===== config.mk =====
export PLATFORM = sky130hd
export DESIGN_NAME = bk3_mode_ctrl
export DESIGN_NICKNAME = d
export VERILOG_FILES = /design/src/rtl/bk3_pkg.sv /design/src/rtl/bk3_debounce.sv /design/src/rtl/bk3_mode_ctrl.sv
export SDC_FILE = /design/constraint.sdc
export NUM_CORES = 1
export LEC_CHECK = 0
export BUFFER_PORTS_ARGS = -buffer_cell sky130_fd_sc_hd__clkbuf_2
export CAP_MARGIN = 20
export CORE_UTILIZATION = 50
export DETAILED_ROUTE_END_ITERATION = 8
export PLACE_DENSITY = 0.81
export SLEW_MARGIN = 30
export SYNTH_ARGS = -nofsm -noshare
export SYNTH_HDL_FRONTEND = slang
export SYNTH_SLANG_ARGS = --single-unit
export TNS_END_PERCENT = 10

===== constraint.sdc =====
create_clock -name core_clk -period 6.6 [get_ports core_clk]
set_clock_uncertainty 0.05 [all_clocks]
set_input_delay 0.66 -clock core_clk [delete_from_list [all_inputs] [get_ports core_clk]]
set_output_delay 0.66 -clock core_clk [all_outputs]
set_load 0.01 [all_outputs]

===== src/rtl/bk3_pkg.sv =====
package bk3_pkg;

   // =====================================================
   // Register port geometry
   localparam int ADDR_W = 4;
   localparam int DATA_W = 8;

   // =====================================================
   // Register offsets
   localparam logic [3:0] OFS_CTRL = 4'h0;      // Mode control bits
   localparam logic [3:0] OFS_STATUS = 4'h1;    // Sense and latched limit
   localparam logic [3:0] OFS_SP_RUN = 4'h2;    // Run setpoint, read only
   localparam logic [3:0] OFS_SP_LOW = 4'h3;    // Sleep high nibble, standby low

   // =====================================================
   // Field positions
   localparam int CTRL_W = 5;                   // Enable is bit 0 up to forced PWM at bit 4
   localparam int STAT_SENSE_BIT = 0;
   localparam int STAT_LATCH_BIT = 1;

   // =====================================================
   // Setpoint scale
   localparam int SETPT_W = 4;
   localparam int MV_W = 12;
   localparam int SETPT_BASE_MV = 1800;
   localparam int SETPT_STEP_MV = 100;

   // =====================================================
   // Debounce timing
   localparam int DEBOUNCE_US = 8000;           // 8.0 ms
   localparam int CLK_KHZ = 40000;              // 40 MHz core clock
   localparam int DEBOUNCE_CYCLES = DEBOUNCE_US * CLK_KHZ / 1000;

   // =====================================================
   // Types
   typedef enum logic [1:0] {
      PWR_DISABLED = 2'h0,
      PWR_RUN = 2'h1,
      PWR_STANDBY = 2'h2,
      PWR_SLEEP = 2'h3
   } bk3_pwr_t;

   typedef enum logic [1:0] {
      MODE_OFF = 2'h0,
      MODE_ADAPTIVE = 2'h1,
      MODE_FPWM = 2'h2,
      MODE_LOWPWR = 2'h3
   } bk3_mode_t;

   // Host control bits, enable in the least significant bit
   typedef struct packed {
      logic forcedPwm;
      logic lowPower;
      logic sleepEnable;
      logic standbyEnable;
      logic enable;
   } bk3_ctrl_t;

   // Drive toward the power stage
   typedef struct packed {
      bk3_mode_t mode;
      logic regEnable;
      logic dischargeEn;
      logic lowBias;
      logic [SETPT_W-1:0] setpointCode;
      logic [MV_W-1:0] setpointMv;
   } bk3_drive_t;

   // Whole state of the control block except the debounce timer
   typedef struct packed {
      bk3_ctrl_t ctrl;
      logic sense;
      logic latched;
      logic [SETPT_W-1:0] spRun;
      logic [SETPT_W-1:0] spStandby;
      logic [SETPT_W-1:0] spSleep;
      bk3_pwr_t prevPwr;
      bk3_drive_t drive;
      logic hsOff;
      logic lsOff;
      logic [DATA_W-1:0] rdData;
   } bk3_state_t;

   // =====================================================
   // Reset values
   localparam bk3_ctrl_t CTRL_RESET = '{forcedPwm: 1'h0, lowPower: 1'h0, sleepEnable: 1'h0,
                                        standbyEnable: 1'h0, enable: 1'h1};
   localparam bk3_drive_t DRIVE_RESET = '{mode: MODE_ADAPTIVE, regEnable: 1'h1, dischargeEn: 1'h0,
                                          lowBias: 1'h0, setpointCode: 4'h0, setpointMv: 12'h708};
   localparam bk3_state_t STATE_RESET = '{ctrl: CTRL_RESET, sense: 1'h0, latched: 1'h0,
                                          spRun: 4'h0, spStandby: 4'h0, spSleep: 4'h0,
                                          prevPwr: PWR_DISABLED, drive: DRIVE_RESET,
                                          hsOff: 1'h0, lsOff: 1'h0, rdData: 8'h00};

endpackage


===== src/rtl/bk3_debounce.sv =====
`timescale 1ns/1ps
module bk3_debounce
   import bk3_pkg::*;
#(
   parameter int unsigned LIMIT = DEBOUNCE_CYCLES
) (
   // Clock and reset
   input wire logic core_clk,
   input wire logic sys_rst,
   // Fault sense in, expiry out
   input wire logic senseIn,
   output logic expired
);

   localparam int CW = $clog2(LIMIT + 1);

   // =====================================================
   // Elaboration check
   if (LIMIT < 2) begin : g_bad_limit
      $error("bk3_debounce: LIMIT must be at least 2");
   end

   typedef struct packed {
      logic [CW-1:0] count;   // Cycles the fault has stood
      logic expired;          // Fault held longer than the interval
   } bk3_dbn_t;

   bk3_dbn_t q;
   bk3_dbn_t d;

   // =====================================================
   // Counter; saturates so a long fault keeps expiry high
   always_comb begin
      d = q;
      d.expired = 1'h0;
      if (!senseIn) begin
         d.count = '0;
      end else if (q.count != CW'(LIMIT)) begin
         d.count = q.count + CW'(1);
      end else begin
         // Interval fully elapsed and fault still present: strictly longer
         d.expired = 1'h1;
      end
   end

   // State register
   always_ff @(posedge core_clk or posedge sys_rst) begin
      if (sys_rst) begin
         q <= '0;
      end else begin
         q <= d;
      end
   end

   assign expired = q.expired;

   // =====================================================
   // Assertions
   a_debounce_restart: assert property (@(posedge core_clk) disable iff (sys_rst)
      !senseIn |=> q.count == '0)
      else $error("debounce count did not restart");

   a_expiry_late: assert property (@(posedge core_clk) disable iff (sys_rst)
      $rose(q.expired) |-> $past(q.count) == CW'(LIMIT) && $past(senseIn))
      else $error("expiry before debounce interval");

endmodule


===== src/rtl/bk3_mode_ctrl.sv =====
`timescale 1ns/1ps
module bk3_mode_ctrl
   import bk3_pkg::*;
#(
   parameter int unsigned DEBOUNCE_LIMIT = DEBOUNCE_CYCLES
) (
   // Clock and reset
   input wire logic core_clk,
   input wire logic sys_rst,
   // Register port
   input wire logic [ADDR_W-1:0] regAddr,
   input wire logic [DATA_W-1:0] regWrData,
   input wire logic regWr,
   input wire logic regRd,
   output logic [DATA_W-1:0] regRdData,
   // Power state and fused setpoint
   input bk3_pwr_t powerState,
   input wire logic [SETPT_W-1:0] fusedSetpoint,
   // Switch current limit
   input wire logic cycleStart,
   input wire logic hsOverLimit,
   input wire logic lsOverLimit,
   output logic hsGateOff,
   output logic lsGateOff,
   // Fault flags
   output logic limitSense,
   output logic limitStatus,
   // Power stage drive
   output bk3_drive_t drive
);

   // =====================================================
   // Elaboration check
   if (DEBOUNCE_LIMIT < 2) begin : g_bad_limit
      $error("bk3_mode_ctrl: DEBOUNCE_LIMIT must be at least 2");
   end

   // =====================================================
   // Mode decode from host bits and power state
   function automatic bk3_mode_t selectMode(input bk3_ctrl_t c, input bk3_pwr_t p);
      logic on;
      on = 1'h0;
      // Main enable gates every state; standby and sleep need their own bit
      case (p)
         PWR_RUN: on = c.enable;
         PWR_STANDBY: on = c.enable && c.standbyEnable;
         PWR_SLEEP: on = c.enable && c.sleepEnable;
         default: on = 1'h0;
      endcase
      if (!on) begin
         selectMode = MODE_OFF;
      end else if (c.forcedPwm) begin
         selectMode = MODE_FPWM;
      end else if (c.lowPower && p != PWR_RUN) begin
         selectMode = MODE_LOWPWR;
      end else begin
         // Run state never goes low power; light load uses discontinuous conduction
         selectMode = MODE_ADAPTIVE;
      end
   endfunction

   // Setpoint that applies in a power state
   function automatic logic [SETPT_W-1:0] pickSetpoint(input bk3_state_t s, input bk3_pwr_t p);
      case (p)
         PWR_STANDBY: pickSetpoint = s.spStandby;
         PWR_SLEEP: pickSetpoint = s.spSleep;
         default: pickSetpoint = s.spRun;
      endcase
   endfunction

   // Millivolts for a code: linear from 1.80 V
   function automatic logic [MV_W-1:0] codeToMv(input logic [SETPT_W-1:0] code);
      codeToMv = MV_W'(SETPT_BASE_MV + int'(code) * SETPT_STEP_MV);
   endfunction

   // =====================================================
   // State and debounce
   bk3_state_t stateQ;    // Registered state
   bk3_state_t stateD;    // Next state
   logic dbnExpired;      // Fault outlasted the interval

   // Debounce timer on the registered sense bit
   bk3_debounce #(
      .LIMIT(DEBOUNCE_LIMIT)
   ) u_debounce (
      .core_clk(core_clk),
      .sys_rst(sys_rst),
      .senseIn(stateQ.sense),
      .expired(dbnExpired)
   );

   // =====================================================
   // Next-state logic
   always_comb begin
      stateD = stateQ;
      stateD.rdData = '0;

      // Sense follows either limit with one register stage only
      stateD.sense = hsOverLimit || lsOverLimit;

      // Host writes; setpoint registers ignore writes
      if (regWr) begin
         case (regAddr)
            OFS_CTRL: begin
               stateD.ctrl = bk3_ctrl_t'(regWrData[CTRL_W-1:0]);
            end
            OFS_STATUS: begin
               // Write one to clear the latched limit
               if (regWrData[STAT_LATCH_BIT]) begin
                  stateD.latched = 1'h0;
               end
            end
            default: begin
               // Read-only or unmapped: no effect
            end
         endcase
      end

      // Expiry beats a clear in the same cycle so no event is lost
      if (dbnExpired) begin
         stateD.latched = 1'h1;
      end

      // Host reads: data stand in the next cycle
      if (regRd) begin
         case (regAddr)
            OFS_CTRL: stateD.rdData = DATA_W'(stateQ.ctrl);
            OFS_STATUS: begin
               stateD.rdData[STAT_SENSE_BIT] = stateQ.sense;
               stateD.rdData[STAT_LATCH_BIT] = stateQ.latched;
            end
            OFS_SP_RUN: stateD.rdData = DATA_W'(stateQ.spRun);
            OFS_SP_LOW: stateD.rdData = {stateQ.spSleep, stateQ.spStandby};
            default: stateD.rdData = '0;
         endcase
      end

      // Fused setpoint copied only on start-up into Run; never ramped by the host
      if (stateQ.prevPwr == PWR_DISABLED && powerState == PWR_RUN) begin
         stateD.spRun = fusedSetpoint;
         stateD.spStandby = fusedSetpoint;
         stateD.spSleep = fusedSetpoint;
      end
      stateD.prevPwr = powerState;

      // Mode recomputed every cycle, so writes and state edges both take effect
      stateD.drive.mode = selectMode(stateQ.ctrl, powerState);
      stateD.drive.regEnable = stateD.drive.mode != MODE_OFF;
      stateD.drive.dischargeEn = stateD.drive.mode == MODE_OFF;
      stateD.drive.lowBias = stateD.drive.mode == MODE_LOWPWR;
      // Setpoint steps with power state only; no scaling ramp exists
      stateD.drive.setpointCode = pickSetpoint(stateQ, powerState);
      stateD.drive.setpointMv = codeToMv(stateD.drive.setpointCode);

      // Cycle-by-cycle limit: off for the rest of the cycle, re-armed at the next.
      // A trip in the start cycle wins, since the switch would only trip again.
      if (hsOverLimit) begin
         stateD.hsOff = 1'h1;
      end else if (cycleStart) begin
         stateD.hsOff = 1'h0;
      end
      if (lsOverLimit) begin
         stateD.lsOff = 1'h1;
      end else if (cycleStart) begin
         stateD.lsOff = 1'h0;
      end
   end

   // =====================================================
   // State register
   always_ff @(posedge core_clk or posedge sys_rst) begin
      if (sys_rst) begin
         stateQ <= STATE_RESET;
      end else begin
         stateQ <= stateD;
      end
   end

   // =====================================================
   // Outputs, all straight from the state register
   assign regRdData = stateQ.rdData;
   assign hsGateOff = stateQ.hsOff;
   assign lsGateOff = stateQ.lsOff;
   assign limitSense = stateQ.sense;
   assign limitStatus = stateQ.latched;
   assign drive = stateQ.drive;

   // =====================================================
   // Assertions
   a_off_discharge: assert property (@(posedge core_clk) disable iff (sys_rst)
      stateQ.drive.mode == MODE_OFF |-> stateQ.drive.dischargeEn && !stateQ.drive.regEnable)
      else $error("off mode without discharge");

   a_enable_gate: assert property (@(posedge core_clk) disable iff (sys_rst)
      ##1 (!$past(stateQ.ctrl.enable) || ($past(powerState) == PWR_STANDBY && !$past(stateQ.ctrl.standbyEnable))
      || ($past(powerState) == PWR_SLEEP && !$past(stateQ.ctrl.sleepEnable))) |-> !stateQ.drive.regEnable)
      else $error("regulator enabled without its enable bits");

   a_fpwm_override: assert property (@(posedge core_clk) disable iff (sys_rst)
      stateQ.ctrl.forcedPwm && stateQ.ctrl.enable && (powerState == PWR_RUN
      || (powerState == PWR_STANDBY && stateQ.ctrl.standbyEnable)
      || (powerState == PWR_SLEEP && stateQ.ctrl.sleepEnable)) |=> stateQ.drive.mode == MODE_FPWM)
      else $error("forced PWM not selected");

   a_run_no_lowpower: assert property (@(posedge core_clk) disable iff (sys_rst)
      powerState == PWR_RUN |=> stateQ.drive.mode != MODE_LOWPWR && !stateQ.drive.lowBias)
      else $error("low power selected in run state");

   a_standby_lowpower: assert property (@(posedge core_clk) disable iff (sys_rst)
      powerState == PWR_STANDBY && stateQ.ctrl.enable && stateQ.ctrl.standbyEnable && stateQ.ctrl.lowPower
      && !stateQ.ctrl.forcedPwm |=> stateQ.drive.mode == MODE_LOWPWR && stateQ.drive.lowBias)
      else $error("standby low power not selected");

   a_sleep_lowpower: assert property (@(posedge core_clk) disable iff (sys_rst)
      powerState == PWR_SLEEP && stateQ.ctrl.enable && stateQ.ctrl.sleepEnable && stateQ.ctrl.lowPower
      && !stateQ.ctrl.forcedPwm |=> stateQ.drive.mode == MODE_LOWPWR)
      else $error("sleep low power not selected");

   a_write_reevaluates: assert property (@(posedge core_clk) disable iff (sys_rst)
      regWr && regAddr == OFS_CTRL && regWrData[CTRL_W-1:0] == 5'h00 |=> ##1 stateQ.drive.mode == MODE_OFF)
      else $error("control write did not change mode");

   a_limit_hold: assert property (@(posedge core_clk) disable iff (sys_rst)
      hsOverLimit || (hsGateOff && !cycleStart) |=> hsGateOff)
      else $error("high side switch re-armed inside the cycle");

   a_low_limit_hold: assert property (@(posedge core_clk) disable iff (sys_rst)
      lsOverLimit || (lsGateOff && !cycleStart) |=> lsGateOff)
      else $error("low side switch re-armed inside the cycle");

   // Without this the gates could stick off forever and the hold checks would still pass
   a_limit_rearm: assert property (@(posedge core_clk) disable iff (sys_rst)
      cycleStart && !hsOverLimit && !lsOverLimit |=> !hsGateOff && !lsGateOff)
      else $error("switch not re-armed at cycle start");

   a_sense_immediate: assert property (@(posedge core_clk) disable iff (sys_rst)
      (hsOverLimit || lsOverLimit) |=> limitSense)
      else $error("sense bit late");

   a_status_sticky: assert property (@(posedge core_clk) disable iff (sys_rst)
      limitStatus && !(regWr && regAddr == OFS_STATUS && regWrData[STAT_LATCH_BIT]) |=> limitStatus)
      else $error("latched status dropped without clear");

   a_setpoint_fixed: assert property (@(posedge core_clk) disable iff (sys_rst)
      stateQ.prevPwr != PWR_DISABLED |=> $stable(stateQ.spRun) && $stable(stateQ.spSleep))
      else $error("setpoint changed while running");

   a_fused_load: assert property (@(posedge core_clk) disable iff (sys_rst)
      stateQ.prevPwr == PWR_DISABLED && powerState == PWR_RUN |=> stateQ.spStandby == $past(fusedSetpoint))
      else $error("fused setpoint not copied");

   a_setpoint_volts: assert property (@(posedge core_clk) disable iff (sys_rst)
      ##1 $past(powerState) == PWR_RUN |-> stateQ.drive.setpointMv == MV_W'(SETPT_BASE_MV
      + int'($past(stateQ.spRun)) * SETPT_STEP_MV))
      else $error("setpoint millivolts wrong");

endmodule


* Word-level counts from Yosys, hierarchy flattened *
Index checks and enable logic that the tools add are counted.

word-level totals
  input port bits = 25
  word-level logic and storage cells = 68
  bits in registers = 64
  output and inout bits = 33

cells by class
  add/subtract/negate cells = 2
  reduce and logical (&&, ||, !) cells = 17
  mux-type cells = 18
  eq/ne operators = 10
  $mul = 1

operator list
  cell                                                                     number
  19-bit two-way mux                                                       2
  19-bit by 1-bit adder with 19-bit output, second input constant          1
  19-bit inequality test, second input constant                            1
  6-bit one-hot mux with 3 select lines                                    1
  11-bit by 11-bit adder with 12-bit output, first input constant          1
  2-bit nonzero test                                                       6
  4-bit by 5-bit multiplier with 9-bit output, second input constant       1
  1-bit two-way mux                                                        9
  4-bit by 2-bit equality test with 1-bit output, second input constant    2
  8-bit two-way mux                                                        1
  2-bit equality test, second input constant                               3
  2-bit two-way mux                                                        3
  2-bit one-hot mux with 3 select lines                                    1
  4-bit by 1-bit equality test with 1-bit output, second input constant    1
  1-bit logical AND                                                        4
  2-bit logical NOT                                                        2
  4-bit logical NOT                                                        1
  2-bit by 1-bit inequality test with 1-bit output, second input constant  2
  1-bit one-hot mux with 3 select lines                                    1
  3-bit AND reduction                                                      1
  2-bit by 1-bit equality test with 1-bit output, second input constant    1
  2-bit AND reduction                                                      1
  2-bit OR reduction                                                       1
  1-bit logical OR                                                         1

* Depth between registers and ports, before layout *
  depth after elaboration = 6
  depth in mapped cells = 9
  depth with buffers taken out = 9

* By module *
Synthesis repeated with hierarchy kept, for this count alone.

unflattened totals
  cells, all modules = 275
  area total of the unflattened synthesis = 3,002.9 µm²

modules (own cells, without submodules)
  module         times used  area each (µm²)  cells an instance  seq. area each (µm²)
  bk3_mode_ctrl  1           1,941.9          162                1,034.7
  bk3_debounce   1           1,061.0          113                500.5

* Least setup slack after synthesis *
No wires, ideal clock.

  path kind = reg-to-reg
  from = reg stateQ[33] (netlist bit)
  to = reg stateQ, in the netlist drive[10]
  library setup time = 84 ps
  arrival = 2,273 ps
  required time = 6,466 ps
  stages on the path, launching flop included = 8
  period minus slack after synthesis = 2,407 ps
  buffers on the path = 0
  slack = 4,193 ps
  cell sequence = dfrtp_1 -> ha_1 -> ha_1 -> fa_1 -> and3_1 -> nand3_1 -> or3b_2 -> xnor2_1

RTL lines
  element                 line                  text
  from (decl)             bk3_mode_ctrl.sv:78   bk3_state_t stateQ;
  from (signal assigned)  bk3_mode_ctrl.sv:175  stateQ <= stateD;

==> impl_metrics.ini <==
[detailed_routing]
wire_per_inst_microns = 13.65
wl_mm = 5.298
antenna_left = 0
wl_met2_mm = 2.557
vias = 1992
viasPerCell = 5.134
drc = 0
dr.pass1.iters = 5
wl_met3_microns = 251
drtIter0Drc = 101
wl_met1_mm = 2.398
highest_layer = met4

[finish]
n_fill_cell = 501
final_area_sq_um = 3405
diodes = 0
area_growth_pct = 11.98
drive_above_1_share_pct = 28.75
nets = 345
utilization_pct = 57.84

[die]
num_rows = 28
pin_count = 58
core_area_sq_um = 5886
fp.dieH_microns = 79.98
fp.dieW_microns = 79.98
start_util_pct = 51.66
die-area_sq_um = 6397

[cts]
cts_buffers = 9
cts-resized-gates = 0
postCtsSetupBuffers = 0
cts_max_path_buffers = 2
cts_tree = built
clkLatencyLatePin_ns = 0.33
cts.sinks = 61
cts_root_buf = clkbuf_8
cts-hold-fix-buffers = 0
path_clk_slew_ns = 0.07
htreeDepth = 3

[sta]
setup-violations-final = 0
post-route-min-period_ns = 2.609
rsz0062_at_grt = no
fin_tns_setup_ns = 0
maxSlewHeadroom_pct = 45.35
post-route-period-util_pct = 39.52
hold_violations = 0
final_max_slew_viol_count = 0
worst_pin_slew_ns = 0.8198
fmax_ghz = 0.3834

[grt]
grt_pass1_wl_mm = 9.197
antenna_found_initial = 0
grt_pass1_vias = 2063
grt_max_degree = 62
gr-total-overflow = 0
grt_usage_pct = 19.13

[yosys]
synth_cell_types = 45
ys_seq_area_share_pct = 50.49
ys_warn_count = 0
async_flop_share_pct = 100.0
ys_seq_elements = 61
synth_cells = 278
synthFlopType = dfrtp_1
syn_avg_cell_area_sq_um = 10.94
synth_area_sq_um = 3040
synth_edf_count = 0

[power]
swShare_pct = 27.82
net-switching-power_w = 0.0003170
clock_power_share_pct = 35.2
pwr-share-comb_pct = 22.1
power_density_nw_per_um2 = 334.7
share_seq_of_total_power_pct = 42.7
ir_drop_mv = 0.1584
p_leak_nw = 1.711
intPower_w = 0.0008227

[critical_path]
crit_path_max_incr_delay_ns = 0.50
worstPathArrival_ns = 2.82
worstSetupPathType = reg -> reg
critical-path-top-delay-family = adder cells
critPathMaxFanout = 6
critPathBufInv = 0
critPathRequiredTime_ns = 6.81
critPathMostFrequentCell = ha_1
cp-start-kind = flop
path_cells = ha_1, ha_1, fa_1, and3_1, nand3_1, or3b_2, xnor2_1
slowest_stage = fa_1
endpoint_kind = flop

[outcome]
status = complete, no violations

[job]
max-cap-violations = 0

[place]
port_buffers = 52
dpl.hpwl_mm = 3.653
placed_cell_area_sq_um = 3164
globalplace.congestion = 0.7804

[worst_hold_path]
hold_path.class = reg -> reg
-- kinds of logic after synthesis --
family	synth area share, %
AND/OR/NAND/NOR	20.45
flip-flops	50.49
buffers and inverters	9.547
AO/OA/AOI/OAI	4.567
XOR/XNOR	5.473
adder cells (fa/ha/maj)	5.185
multiplexers	4.156
other	0.1233
-- registers in the layout, indices dropped and copies added (netlist names) --
register and count:
hsGateOff 1, limitSense 1, lsGateOff 1, drive 18
u_debounce.expired 1, regRdData 8, u_debounce.q 19, stateQ 11
limitStatus 1
-- Yosys cell counts (all sizes together), types with 2 or more instances --
cell type / count / area, sq um
dfstp: 7 / 183.9
and3: 2 / 12.51
buf: 30 / 222.7
dfrtp: 54 / 1351
ha: 11 / 137.6
nor2: 12 / 45.04
a21boi: 2 / 15.01
nor4: 2 / 18.77
mux2: 5 / 56.30
xnor2: 14 / 122.6
o21ai: 7 / 35.03
clkbuf: 5 / 18.77
nand4b: 2 / 17.52
nand3: 14 / 70.07
xor2: 5 / 43.79
nor3: 9 / 50.05
and2: 13 / 81.33
nor2b: 2 / 12.51
inv: 13 / 48.80
mux2i: 7 / 70.07
and4: 2 / 21.27
nand2: 20 / 75.07
a211oi: 2 / 15.01
nand4: 7 / 73.82
nor4b: 4 / 50.05
a21oi: 7 / 35.03
a21o: 3 / 22.52
nand2b: 7 / 43.79
-- cells in the final DEF, fill, tap and decap left out, types with 3 or more instances in the layout --
cell | netlist | routed
bufinv_16 | 0 | 3
clkbuf_8 | 0 | 10
nand4_1 | 5 | 5
a21oi_1 | 7 | 7
a21o_1 | 3 | 3
clkbuf_2 | 0 | 52
nor2_1 | 12 | 12
nand2_1 | 20 | 20
nor4b_1 | 3 | 3
o21ai_0 | 6 | 6
xor2_1 | 5 | 5
mux2i_1 | 7 | 7
ha_1 | 11 | 11
dfrtp_1 | 54 | 54
dfstp_2 | 7 | 7
inv_1 | 13 | 12
and2_1 | 13 | 13
nand3_1 | 14 | 14
mux2_2 | 5 | 5
nand2b_1 | 7 | 7
xnor2_1 | 14 | 14
nor3_1 | 8 | 8
-- per-stage QoR --
step	hold WS (ns)	std cells	setup WS, ns	power [W]
6_report	0.3841	388	3.991	0.001140
2_1_floorplan	0.3544	279	4.193	0.0007109
3_5_place_dp	0.3730	372	4.020	0.0007457
5_1_grt	0.3967	388	3.906	0.001202
4_1_cts	0.3933	388	4.007	0.001149
3_3_place_gp	0.3603	372	4.071	0.0007314
-- worst paths after layout --
kind / depth (start not counted) / startpoint / slack [ns] / end
worst min register to register: 1 / u_debounce.expired$_DFF_PP0_ / 0.38 / limitStatus$_DFFE_PP0P_
min in group asynchronous: 3 / sys_rst / 0.44 / u_debounce.q[6]$_DFFE_PP0N_
worst max register to register: 7 / stateQ[33]$_DFFE_PP0P_ / 3.99 / drive[10]$_DFF_PP1_
max in group asynchronous: 3 / sys_rst / 5.54 / u_debounce.q[16]$_DFFE_PP0N_
worst min-delay path: 1 / u_debounce.expired$_DFF_PP0_ / 0.38 / limitStatus$_DFFE_PP0P_
worst max-delay path: 7 / stateQ[33]$_DFFE_PP0P_ / 3.99 / drive[10]$_DFF_PP1_
-- routing by layer --
| metal | vias to the layer above | track usage, % |
|---|---|---|
| li1 | 969 | - |
| met1 | 954 | 22.68 |
| met2 | 59 | 32.31 |
| met3 | 10 | 5.486 |
| met4 | 0 | 8.036 |
| met5 | - | 0 |
-- power groups by stage --
stage	logic, W	clock network, W	registers, W
after floorplan	0.000231	0	0.000480
after global placement	0.000241	0	0.000490
after detailed placement	0.000253	0	0.000493
after CTS	0.000254	0.000408	0.000486
after global routing	0.000283	0.000426	0.000494
final	0.000252	0.000402	0.000486
-- area by class of cell --
class | count | area [sq um] | share of cell area [%]
Sequential cell | 61 | 1535 | 45.09
Tap cell | 75 | 93.84 | 2.756
Inverter | 13 | 48.80 | 1.433
Timing Repair Buffer | 53 | 267.8 | 7.865
Clock inverter | 4 | 95.09 | 2.793
Clock buffer | 12 | 145.1 | 4.263
Multi-Input combinational cell | 170 | 1219 | 35.80
Power figures use the tool's default switching activity.
